## config.mk

```make
export PLATFORM = sky130hd
export DESIGN_NAME = loc_top
export DESIGN_NICKNAME = d
export VERILOG_FILES = /design/src/common/loc_pkg.sv /design/src/loc_channel.sv /design/src/loc_top.sv
export SDC_FILE = /design/constraint.sdc
export NUM_CORES = 1
export LEC_CHECK = 0
export ABC_CLOCK_PERIOD_IN_PS = 3850
export BUFFER_PORTS_ARGS = -buffer_cell sky130_fd_sc_hd__buf_4
export CORE_MARGIN = 1.5
export CORE_UTILIZATION = 59
export DETAILED_ROUTE_END_ITERATION = 6
export HOLD_SLACK_MARGIN = 0.06
export PLACE_DENSITY = 0.83
export REMOVE_ABC_BUFFERS = 1
export SYNTH_ARGS = -nofsm -noshare
export SYNTH_HDL_FRONTEND = slang
export SYNTH_HIERARCHICAL = 1
export SYNTH_SLANG_ARGS = --single-unit
```

## constraint.sdc

```tcl
create_clock -name MCLK -period 3.85 [get_ports MCLK]
set_input_delay 0.77 -clock MCLK [delete_from_list [all_inputs] [get_ports MCLK]]
set_output_delay 0.77 -clock MCLK [all_outputs]
set_load 0.02 [all_outputs]
```

## src/common/loc_pkg.sv

```systemverilog
// Shared constants and types for the logic output conditioning block
package loc_pkg;
    // Source selection
    localparam int SEL_W = 6;
    localparam logic [5:0] SEL_NONE = 6'h00;
    localparam logic [5:0] SEL_NO_FAULT = 6'h01;
    localparam logic [5:0] SEL_BRAKE_CTRL = 6'h02;
    localparam logic [5:0] SEL_OUTPUT_CONTACTOR = 6'h03;
    localparam logic [5:0] SEL_DC_PRECHARGE = 6'h04;
    localparam logic [5:0] SEL_LINE_CONTACTOR = 6'h05;

    // Timing
    localparam int DELAY_W = 16;
    localparam int HOLD_W = 14;
    localparam logic [15:0] DELAY_MAX_MS = 16'hEA60;
    localparam logic [13:0] HOLD_MAX_MS = 14'h270F;
    localparam logic [15:0] DELAY_RESET = 16'h0000;
    localparam logic [13:0] HOLD_RESET = 14'h0000;
    localparam logic ACTIVE_LOW_RESET = 1'b0;
    localparam int MS_NS = 1000000;
    localparam int CLK_PERIOD_NS = 4;
    localparam int TICK_CYCLES = MS_NS / CLK_PERIOD_NS;

    // Register byte offsets (address bits [4:2])
    localparam logic [4:0] OFS_CFG_THREE = 5'h00;
    localparam logic [4:0] OFS_DELAY_THREE = 5'h04;
    localparam logic [4:0] OFS_HOLD_THREE = 5'h08;
    localparam logic [4:0] OFS_CFG_FOUR = 5'h0C;
    localparam logic [4:0] OFS_DELAY_FOUR = 5'h10;
    localparam logic [4:0] OFS_HOLD_FOUR = 5'h14;
    localparam logic [4:0] OFS_STATUS = 5'h18;

    // Field positions
    localparam int CFG_SEL_LSB = 0;
    localparam int CFG_ACTIVE_LOW_BIT = 8;
    localparam int ST_CARD_BIT = 0;
    localparam int ST_OUT_THREE_BIT = 1;
    localparam int ST_OUT_FOUR_BIT = 2;
    localparam int ST_SRC_THREE_BIT = 3;
    localparam int ST_SRC_FOUR_BIT = 4;

    typedef struct packed {
        logic [SEL_W-1:0] sel;
        logic active_low;
        logic [DELAY_W-1:0] delay_ms;
        logic [HOLD_W-1:0] hold_ms;
    } loc_cfg_t;

    typedef enum logic [1:0] {
        LOC_OFF = 2'b00,
        LOC_DELAY = 2'b01,
        LOC_ON = 2'b10,
        LOC_HOLD = 2'b11
    } loc_state_t;
endpackage : loc_pkg

```

## src/loc_channel.sv

```systemverilog
// One conditioned logic output: assertion delay, hold time and polarity
`timescale 1ns/1ns
`default_nettype none
module loc_channel (
    // Clock and reset
    input wire logic clk,
    input wire logic rst,
    // Time base and source
    input wire logic tick_ms,
    input wire logic source,
    input wire loc_pkg::loc_cfg_t cfg,
    // Result
    output logic asserted,
    output logic pin
);
    import loc_pkg::*;

    loc_state_t state;
    loc_state_t next_state;
    logic [DELAY_W-1:0] count;
    logic restart;

    always_comb begin
        next_state = state;
        unique case (state)
            LOC_OFF: begin
                if (source) begin
                    next_state = (cfg.delay_ms == DELAY_RESET) ? LOC_ON : LOC_DELAY;
                end
            end
            LOC_DELAY: begin
                if (!source) begin
                    next_state = LOC_OFF;
                end else if (count >= cfg.delay_ms) begin
                    next_state = LOC_ON;
                end
            end
            LOC_ON: begin
                if (!source) begin
                    next_state = (cfg.hold_ms == HOLD_RESET) ? LOC_OFF : LOC_HOLD;
                end
            end
            LOC_HOLD: begin
                if (source) begin
                    next_state = LOC_ON;
                end else if (count >= DELAY_W'(cfg.hold_ms)) begin
                    next_state = LOC_OFF;
                end
            end
        endcase
    end

    assign restart = (next_state != state);

    // Timer restarts on every state change, so a source that bounces back starts afresh
    always_ff @(posedge clk) begin
        if (rst || restart) begin
            count <= '0;
        end else if (tick_ms && count != '1) begin
            count <= count + DELAY_W'(1);
        end
    end

    always_ff @(posedge clk) begin
        if (rst) begin
            state <= LOC_OFF;
        end else begin
            state <= next_state;
        end
    end

    // Pin carries the polarity applied to the next logical state
    always_ff @(posedge clk) begin
        if (rst) begin
            asserted <= 1'b0;
            pin <= ACTIVE_LOW_RESET;
        end else begin
            asserted <= next_state[1];
            pin <= next_state[1] ^ cfg.active_low;
        end
    end
endmodule : loc_channel
`default_nettype wire

```

## src/loc_top.sv

```systemverilog
// Logic output conditioning for the third and fourth extension logic outputs
// What this block does
// - Configuration of both outputs is reachable only while the extension card is detected.
// - Each output selects its source from the common set, with no source after reset.
// - A rising source changes the output only after a delay of 0 to 60000 ms, default 0.
// - Delay is forced to zero and other values refused for the five fixed sources.
// - Positive polarity (default) gives 1 while the source is true, negative gives 0.
// - Polarity is locked positive for no-fault, brake, precharge and line contactor sources.
// - A falling source releases the output only after a hold of 0 to 9999 ms, default 0.
// - Hold is forced to zero for no-fault, brake, precharge and line contactor sources.
`timescale 1ns/1ns
`default_nettype none
module loc_top #(
    parameter int SRC_COUNT = 64,
    parameter int TICK_DIV = loc_pkg::TICK_CYCLES
) (
    // Clock and reset
    input wire logic MCLK,
    input wire logic RST,
    // Wishbone slave
    input wire logic WB_CYC_I,
    input wire logic WB_STB_I,
    input wire logic WB_WE_I,
    input wire logic [4:0] WB_ADR_I,
    input wire logic [3:0] WB_SEL_I,
    input wire logic [31:0] WB_DAT_I,
    output logic [31:0] WB_DAT_O,
    output logic WB_ACK_O,
    // Drive status sources and card detection
    input wire logic [SRC_COUNT-1:0] STATUS_SOURCES,
    input wire logic CARD_PRESENT,
    // Conditioned outputs
    output logic LOGIC_OUTPUT_THREE,
    output logic LOGIC_OUTPUT_FOUR
);
    import loc_pkg::*;

    ////////////////////////////////////////////////////////////////////////
    // Shared millisecond time base
    logic [31:0] div_count;
    logic tick_ms;

    always_ff @(posedge MCLK) begin
        if (RST) begin
            div_count <= '0;
            tick_ms <= 1'b0;
        end else if (div_count == 32'(TICK_DIV - 1)) begin
            div_count <= '0;
            tick_ms <= 1'b1;
        end else begin
            div_count <= div_count + 32'h0000_0001;
            tick_ms <= 1'b0;
        end
    end

    ////////////////////////////////////////////////////////////////////////
    // Register access
    loc_cfg_t cfg [2];
    logic [1:0] src_now;
    logic [1:0] asserted;
    logic [1:0] pins;
    logic wr_stb;
    logic rd_stb;
    logic [31:0] wdata;

    assign wr_stb = WB_CYC_I && WB_STB_I && WB_WE_I && !WB_ACK_O;
    assign rd_stb = WB_CYC_I && WB_STB_I && !WB_ACK_O;

    // Byte enables merge into the current contents of the addressed word
    function automatic logic [31:0] merge(input logic [31:0] old, input logic [31:0] nw,
                                          input logic [3:0] sel);
        logic [31:0] res;
        res = old;
        for (int b = 0; b < 4; b++) begin
            if (sel[b]) begin
                res[b*8 +: 8] = nw[b*8 +: 8];
            end
        end
        return res;
    endfunction : merge

    // Sources whose delay may never be set
    function automatic logic fixed_delay(input logic [SEL_W-1:0] s);
        return s inside {SEL_NO_FAULT, SEL_BRAKE_CTRL, SEL_OUTPUT_CONTACTOR,
                         SEL_DC_PRECHARGE, SEL_LINE_CONTACTOR};
    endfunction : fixed_delay

    // Output contactor keeps adjustable hold and polarity
    function automatic logic fixed_hold_pol(input logic [SEL_W-1:0] s);
        return s inside {SEL_NO_FAULT, SEL_BRAKE_CTRL, SEL_DC_PRECHARGE, SEL_LINE_CONTACTOR};
    endfunction : fixed_hold_pol

    function automatic logic [31:0] cfg_word(input loc_cfg_t c);
        logic [31:0] w;
        w = '0;
        w[CFG_SEL_LSB +: SEL_W] = c.sel;
        w[CFG_ACTIVE_LOW_BIT] = c.active_low;
        return w;
    endfunction : cfg_word

    for (genvar i = 0; i < 2; i++) begin : g_cfg
        localparam logic [4:0] OFS_CFG = (i == 0) ? OFS_CFG_THREE : OFS_CFG_FOUR;
        localparam logic [4:0] OFS_DELAY = (i == 0) ? OFS_DELAY_THREE : OFS_DELAY_FOUR;
        localparam logic [4:0] OFS_HOLD = (i == 0) ? OFS_HOLD_THREE : OFS_HOLD_FOUR;
        logic [31:0] cw;
        logic [SEL_W-1:0] new_sel;
        logic [31:0] dw;
        logic [31:0] hw;

        assign cw = merge(cfg_word(cfg[i]), WB_DAT_I, WB_SEL_I);
        assign new_sel = cw[CFG_SEL_LSB +: SEL_W];
        assign dw = merge({16'h0000, cfg[i].delay_ms}, WB_DAT_I, WB_SEL_I);
        assign hw = merge({18'h00000, cfg[i].hold_ms}, WB_DAT_I, WB_SEL_I);

        always_ff @(posedge MCLK) begin
            if (RST) begin
                cfg[i].sel <= SEL_NONE;
                cfg[i].active_low <= ACTIVE_LOW_RESET;
                cfg[i].delay_ms <= DELAY_RESET;
                cfg[i].hold_ms <= HOLD_RESET;
            end else if (wr_stb && CARD_PRESENT) begin
                if (WB_ADR_I == OFS_CFG) begin
                    cfg[i].sel <= new_sel;
                    cfg[i].active_low <= cw[CFG_ACTIVE_LOW_BIT] && !fixed_hold_pol(new_sel);
                    if (fixed_delay(new_sel)) begin
                        cfg[i].delay_ms <= DELAY_RESET;
                    end
                    if (fixed_hold_pol(new_sel)) begin
                        cfg[i].hold_ms <= HOLD_RESET;
                    end
                end else if (WB_ADR_I == OFS_DELAY) begin
                    // Out-of-range or locked values are refused, the old value stays
                    if (!fixed_delay(cfg[i].sel) && dw[31:16] == 16'h0000
                        && dw[15:0] <= DELAY_MAX_MS) begin
                        cfg[i].delay_ms <= dw[15:0];
                    end
                end else if (WB_ADR_I == OFS_HOLD) begin
                    if (!fixed_hold_pol(cfg[i].sel) && hw[31:14] == 18'h00000
                        && hw[13:0] <= HOLD_MAX_MS) begin
                        cfg[i].hold_ms <= hw[13:0];
                    end
                end
            end
        end

        // Code zero selects nothing and never asserts
        assign src_now[i] = (cfg[i].sel != SEL_NONE) && (32'(cfg[i].sel) < SRC_COUNT)
                            && STATUS_SOURCES[cfg[i].sel];

        loc_channel u_channel (
            .clk(MCLK),
            .rst(RST),
            .tick_ms(tick_ms),
            .source(src_now[i]),
            .cfg(cfg[i]),
            .asserted(asserted[i]),
            .pin(pins[i])
        );
    end

    always_comb begin
        wdata = 32'h0000_0000;
        if (WB_ADR_I == OFS_STATUS) begin
            wdata[ST_CARD_BIT] = CARD_PRESENT;
            wdata[ST_OUT_THREE_BIT] = asserted[0];
            wdata[ST_OUT_FOUR_BIT] = asserted[1];
            wdata[ST_SRC_THREE_BIT] = src_now[0];
            wdata[ST_SRC_FOUR_BIT] = src_now[1];
        end else if (CARD_PRESENT) begin
            unique case (WB_ADR_I)
                OFS_CFG_THREE: wdata = cfg_word(cfg[0]);
                OFS_DELAY_THREE: wdata = {16'h0000, cfg[0].delay_ms};
                OFS_HOLD_THREE: wdata = {18'h00000, cfg[0].hold_ms};
                OFS_CFG_FOUR: wdata = cfg_word(cfg[1]);
                OFS_DELAY_FOUR: wdata = {16'h0000, cfg[1].delay_ms};
                OFS_HOLD_FOUR: wdata = {18'h00000, cfg[1].hold_ms};
                default: wdata = 32'h0000_0000;
            endcase
        end
    end

    // Every access is acknowledged one cycle after it starts, unmapped ones read zero
    always_ff @(posedge MCLK) begin
        if (RST) begin
            WB_ACK_O <= 1'b0;
            WB_DAT_O <= 32'h0000_0000;
        end else begin
            WB_ACK_O <= rd_stb;
            WB_DAT_O <= rd_stb ? wdata : 32'h0000_0000;
        end
    end

    ////////////////////////////////////////////////////////////////////////
    // Output pins
    always_ff @(posedge MCLK) begin
        if (RST) begin
            LOGIC_OUTPUT_THREE <= ACTIVE_LOW_RESET;
            LOGIC_OUTPUT_FOUR <= ACTIVE_LOW_RESET;
        end else begin
            LOGIC_OUTPUT_THREE <= pins[0];
            LOGIC_OUTPUT_FOUR <= pins[1];
        end
    end
endmodule : loc_top
`default_nettype wire

```

Word level (Yosys, flattened, before mapping)
Memory sizes are Yosys's and may differ from the RTL's.
Cells that the tools add are included.
{ "op_classes": {"order_cmp": 10, "n_mux": 108, "n_addsub": 3, "bitwise": 16, "n_eq_ne": 37, "n_reduce_logical": 51} }
{ "op_table": {"columns": ["op", "n"], "rows": [
  ["$pmux W16 S6", 1],
  ["$mux W8", 10],
  ["$mux W16", 4],
  ["$mux W1", 63],
  ["$mux W14", 4],
  ["$eq A6 B2 Y1 const B", 8],
  ["$eq A6 B3 Y1 const B", 8],
  ["$logic_not A16 Y1", 3],
  ["$logic_not A18 Y1", 2],
  ["$add A16 B1 Y16 const B", 2],
  ["$add A32 B1 Y32 const B", 1],
  ["$eq A32 B18 Y1 const B", 1],
  ["$ge A16 B14 Y1", 2],
  ["$ge A16 B16 Y1", 2],
  ["$le A16 B16 Y1 const B", 2],
  ["$mux W2", 16],
  ["$ne A16 B16 Y1 const B", 2],
  ["$le A14 B14 Y1 const B", 2],
  ["$logic_not A14 Y1", 2],
  ["$eq A6 B1 Y1 const B", 4],
  ["$mux W6", 4],
  ["$reduce_bool A5 Y1", 4],
  ["$logic_and A1 B1 Y1", 19],
  ["$pmux W2 S4", 2],
  ["20 further kinds", 57]
]} }
{ "totals": {"out_inout_bits": 35, "inputBits": 111, "reg_bits": 92, "elab_cells": 241, "mem_bits_rw": 74, "memories": 1} }
{ "memory_table": {"columns": ["name", "words", "word_bits", "rd", "rd_clocked_by_memory_dff", "write_ports", "line_no", "text"], "rows": [
  ["cfg", 2, 37, 2, 0, 2, "loc_top.sv:58", "loc_cfg_t cfg [2];"]
]} }

Longest topological paths before layout
An unclocked memory read counts as a cell.
{ "logic_depth": {"word_depth": 14, "ltp_mapped": 16, "ltp_nobuf": 12} }

Hierarchy
The synthesis kept the hierarchy.
{ "modules_own_cells": {"columns": ["mod", "seq_area_each_um2", "instances", "area_per_inst_um2", "cells_each"], "rows": [
  ["loc_top", 3263.1, 1, 7807.5, 815],
  ["loc_channel (g_cfg[0].u_channel)", 380.4, 1, 1880.6, 225],
  ["loc_channel (g_cfg[1].u_channel)", 380.4, 1, 1761.7, 220]
]} }

Worst setup path after synthesis
No wires, ideal clock.
{ "synth_path": {"path_type": "input-to-reg", "from": "input STATUS_SOURCES[19]", "to": "register g_cfg[0].u_channel.count[10]", "arrival_time_ps": 3126, "setup_ps": 119, "cell_stages": 13, "required_time_ps": 3731, "setup_slack_ps": 605, "n_path_buf": 1, "cell_sequence": "mux4_2 -> mux4_2 -> nand3b_1 -> nand3_1 -> a21oi_1 -> nor2_1 -> inv_1 -> nand4_1 -> o21ai_0 -> o21ai_0 -> o221ai_2 -> buf_4 -> nor3_2"} }
{ "synth_between": {"elab_chain_cells": 7, "elab_cells_between_ends": 10, "cone_classes": "eq/ne: 1; mux: 7; reduce/logical: 2"} }
{ "synth_rtl": {"columns": ["item", "line_no", "text"], "rows": [
  ["from (decl)", "loc_top.sv:30", "input wire logic [SRC_COUNT-1:0] STATUS_SOURCES,"],
  ["$bmux W1 S6 (*)", "loc_top.sv:148", "&& STATUS_SOURCES[cfg[i].sel];"],
  ["$mux W1 (implied by the code) (*)", "loc_top.sv:148", null],
  ["$logic_and A1 B1 Y1 (*)", "loc_top.sv:148", null],
  ["via src_now[0]", "loc_top.sv:59", "logic [1:0] src_now;"],
  ["$mux W2, on equally long branches", null, null],
  ["$pmux W2 S4 (*)", "loc_channel.sv:25", "unique case (state)"],
  ["$ne A2 B2 Y1 (*)", "loc_channel.sv:53", "assign restart = (next_state != state);"],
  ["$logic_or A1 B1 Y1 (*)", "loc_channel.sv:57", "if (rst || restart) begin"],
  ["to (signal assigned)", "loc_channel.sv:60", "count <= count + DELAY_W'(1);"],
  ["to (decl)", "loc_channel.sv:20", "logic [DELAY_W-1:0] count;"]
]} }
The timed path passes the listed nets; every way through them passes the cells marked *. The select of a mux whose other input is x is not followed.
A chain may end at the register's enable or synchronous reset.

==> reports/summary.txt <==
Commonest non-fill, non-tap cell in the layout: buf_4
Sw Ratio: 27.31%
Flip-flop and latch area: 0.004024 mm2
Psw: 1.102 mW
Overflow after GRT: 0
Fill cells: 1512
TritonCTS Buffers: 17
Worst path bufs/invs: 1
Slew @ Worst Pin: 0.7221 ns
Share of the synthesized area in the top cell type: 19.41%
Initial antenna violation count: 0
Status: finished clean
Worst rel slew slack: 51.41%
Root Buffer: clkbuf_16
Residual DRC: 0
Total wire length: 32.92 mm
Clock slew at reported path FFs: 0.07 ns
Cells after synthesis: 1260
# setup viols final: 0
Via count: 10600
Seq pwr share: 47.4%
Worst Setup End Kind: flop
Crit path max-delay family: simple AND/OR/NAND/NOR gates
Post-synth EDFFs: 74
Vias per cell: 6.396
Die height: 142.3 um
Power per standard cell area: 305.4 mW/mm2
H-tree depth: 4
Max Root-Sink Buffers: 2
Top cells by area, synth: edfxtp_1 19%, dfxtp_1 16%, ha_1 6.9%
Multi-input gate area: 0.006829 mm2
Max cap viols: 0
Crit path largest cell delay: 0.52 ns
Crit path time final: 3.585 ns
Most frequent cells in the layout: 152 x buf_4, 102 x nor2_1, 90 x dfxtp_1, 90 x a21oi_1, 78 x nand2_1
# IOs: 146
Gate power share: 13.7%
CP max-delay cell: mux4_2
Clock sinks: 164
Port bufs: 129
GRT Util Overall: 33.08%
Final antenna-violating net count: 0
Post-synth ARST share: 0%
Vias in the first global route: 10410
Setup TNS: 0 ns
Final core occ: 69.91%
Die W: 142.3 um
Int Pwr: 2.933 mW
Setup CP Type: reg2reg
Drt first pass iters: 7
Period utilization: 93.12%
Ys Warns: 6
Finished layout cell area: 0.01321 mm2
Layout net count: 1559
Die area: 0.02025 mm2
Iter 0 DRT Violations: 1140
Mapped cell area: 0.01145 mm2
Hold WC Path Type: reg2reg
Largest net degree at the start of global routing: 52
Clock Power Share: 39.0%
WP data required: 4.20 ns
Placement Cell Area: 0.01267 mm2
TritonCTS clock tree: built
Row cnt: 50
Hpwl dp: 24.77 mm
RSZ-0062 raised after global routing: false
Setup WS pre-CTS: 0.1463 ns
Final Hold Vio Count: 0
GPL Wtd Cong: 0.9595
Leak Pwr: 5.083 nW
Fmax: 278.9 MHz
First-pass GRT wire length: 52.58 mm
Largest fanout on the critical path: 24
Cell variety after synth: 83
Maximum VDD drop: 0.3133 mV
Power Total: 4.035 mW
Critical path arrival: 3.93 ns
Clk Latency, worst-skew pair: 0.44 ns
WL per Instance: 19.85 um
PnR worst setup slack: 0.2651 ns
Yosys reg bits: 164
Final Slew Violations: 0
Top FF cell, synth: dfxtp_1
Synth area leader: edfxtp_1
Initial Util: 60.60%
Mean Syn Cell Area: 9.087 um2
ANT cells: 0
Hold_buf cts: 0
CP Launch Type: flop
Core area: 0.01889 mm2
Area grow syn2layout: 15.36%
Share of cells above drive strength 1: 18.88%
Crit path cell chain: buf_12 > mux4_2 > mux2_2 > o311a_1 > a31o_2 > nand2b_1 > nor4_1 > a21oi_1 > a31oi_2 > or3b_2 > nand4_4 > nor3_1
Seq/Total Area, Yosys: 35.14%
Max Clock Skew: 0.007542 ns
-- kinds of logic (layout without fill, tap and decap cells) --
kind of cell / count (synthesis) / after routing / share of synthesized area (%)
mux: 83 / 83 / 9.059
buf+inv: 138 / 261 / 5.901
other cells: 1 / 16 / 0.03275
xor+xnor: 56 / 56 / 4.284
fa+ha+maj: 63 / 63 / 6.885
flops: 164 / 164 / 35.14
compound gates: 243 / 243 / 13.99
simple gates: 512 / 512 / 24.71
-- worst paths after layout --
| kind | startpoint | end | slack (ns) | cells after the start |
|---|---|---|---|---|
| min | g_cfg[0].u_channel/pin | LOGIC_OUTPUT_THREE | 0.46 | 1 |
| max reg2reg | cfg[1][31] | g_cfg[1].u_channel/count[2] | 0.27 | 12 |
| max | cfg[1][31] | g_cfg[1].u_channel/count[2] | 0.27 | 12 |
| min reg2reg | g_cfg[0].u_channel/pin | LOGIC_OUTPUT_THREE | 0.46 | 1 |
-- flip-flops by register name, indices dropped and copies added, names as in the netlist --
register               flops
LOGIC_OUTPUT_THREE         1
g_cfg.u_channel/pin        2
g_cfg.u_channel/state      4
LOGIC_OUTPUT_FOUR          1
cfg                       74
WB_DAT_O                  16
g_cfg.u_channel/count     32
tick_ms                    1
div_count                 32
WB_ACK_O                   1
-- metrics by stage --
step	hold WS (ns)	instances
floorplan	0.4138	1209
global placement	0.4356	1626
detailed placement	0.4542	1626
CTS	0.4625	1658
global route	0.4688	1658
finish	0.4580	1658
-- cells in the mapped netlist, drive strengths merged, types with 5 or more instances --
| cell | number |
|---|---|
| or3 | 12 |
| or2 | 6 |
| o21ai | 37 |
| nor4b | 7 |
| nand4 | 36 |
| and3 | 15 |
| a21oi | 98 |
| o21a | 7 |
| mux4 | 15 |
| a211oi | 8 |
| a2111oi | 5 |
| xor2 | 32 |
| nor3 | 41 |
| and4 | 8 |
| xnor2 | 24 |
| edfxtp | 74 |
| dfxtp | 90 |
| or4 | 16 |
| nor2 | 107 |
| and2 | 7 |
| mux2i | 53 |
| buf | 43 |
| o22ai | 10 |
| nor3b | 7 |
| nand3 | 42 |
| clkbuf | 23 |
| inv | 72 |
| nand2 | 78 |
| ha | 63 |
| nand2b | 71 |
| mux2 | 15 |
| a22oi | 35 |
| nor4 | 26 |
| nor2b | 24 |
-- power by group through the flow --
stage / Sequential (mW) / Combinational [mW] / Clock [mW]
finish: 1.91 / 0.552 / 1.57
detailed placement: 1.95 / 0.532 / 0
floorplan: 1.93 / 0.285 / 0
CTS: 1.91 / 0.536 / 1.58
global placement: 1.94 / 0.520 / 0
global route: 1.91 / 0.591 / 1.65
-- per-layer routing --
layer | track usage [%] | up-vias | share of wire (%)
met5 | 0 | - | 0
met4 | 13.35 | 0 | 3.4
met3 | 8.008 | 95 | 9.0
met2 | 54.15 | 605 | 48
met1 | 42.12 | 5027 | 40
li1 | - | 4877 | -
-- worst register-to-register path: stages (launching register included) --
cell	delay (ns)
edfxtp_1	0.45
buf_12	0.23
mux4_2	0.54
mux2_2	0.29
o311a_1	0.30
a31o_2	0.29
nand2b_1	0.19
nor4_1	0.19
a21oi_1	0.12
a31oi_2	0.20
or3b_2	0.17
nand4_4	0.24
nor3_1	0.29
-- repair_timing --
action / 4_1_cts / 5_1_grt
setup buffers: 0 / 0
endpoints found under the setup margin: 0 / 7
gates resized for setup: 0 / 3
-- layout make-up --
class	count	area share, %
clock inverter	13	0.7199
clock buffer	19	3.277
multi-input combinational	973	51.70
inverter	72	2.046
tap	260	2.463
sequential	164	30.46
timing repair buffer	157	9.330
(Power assumes the default switching activity.)
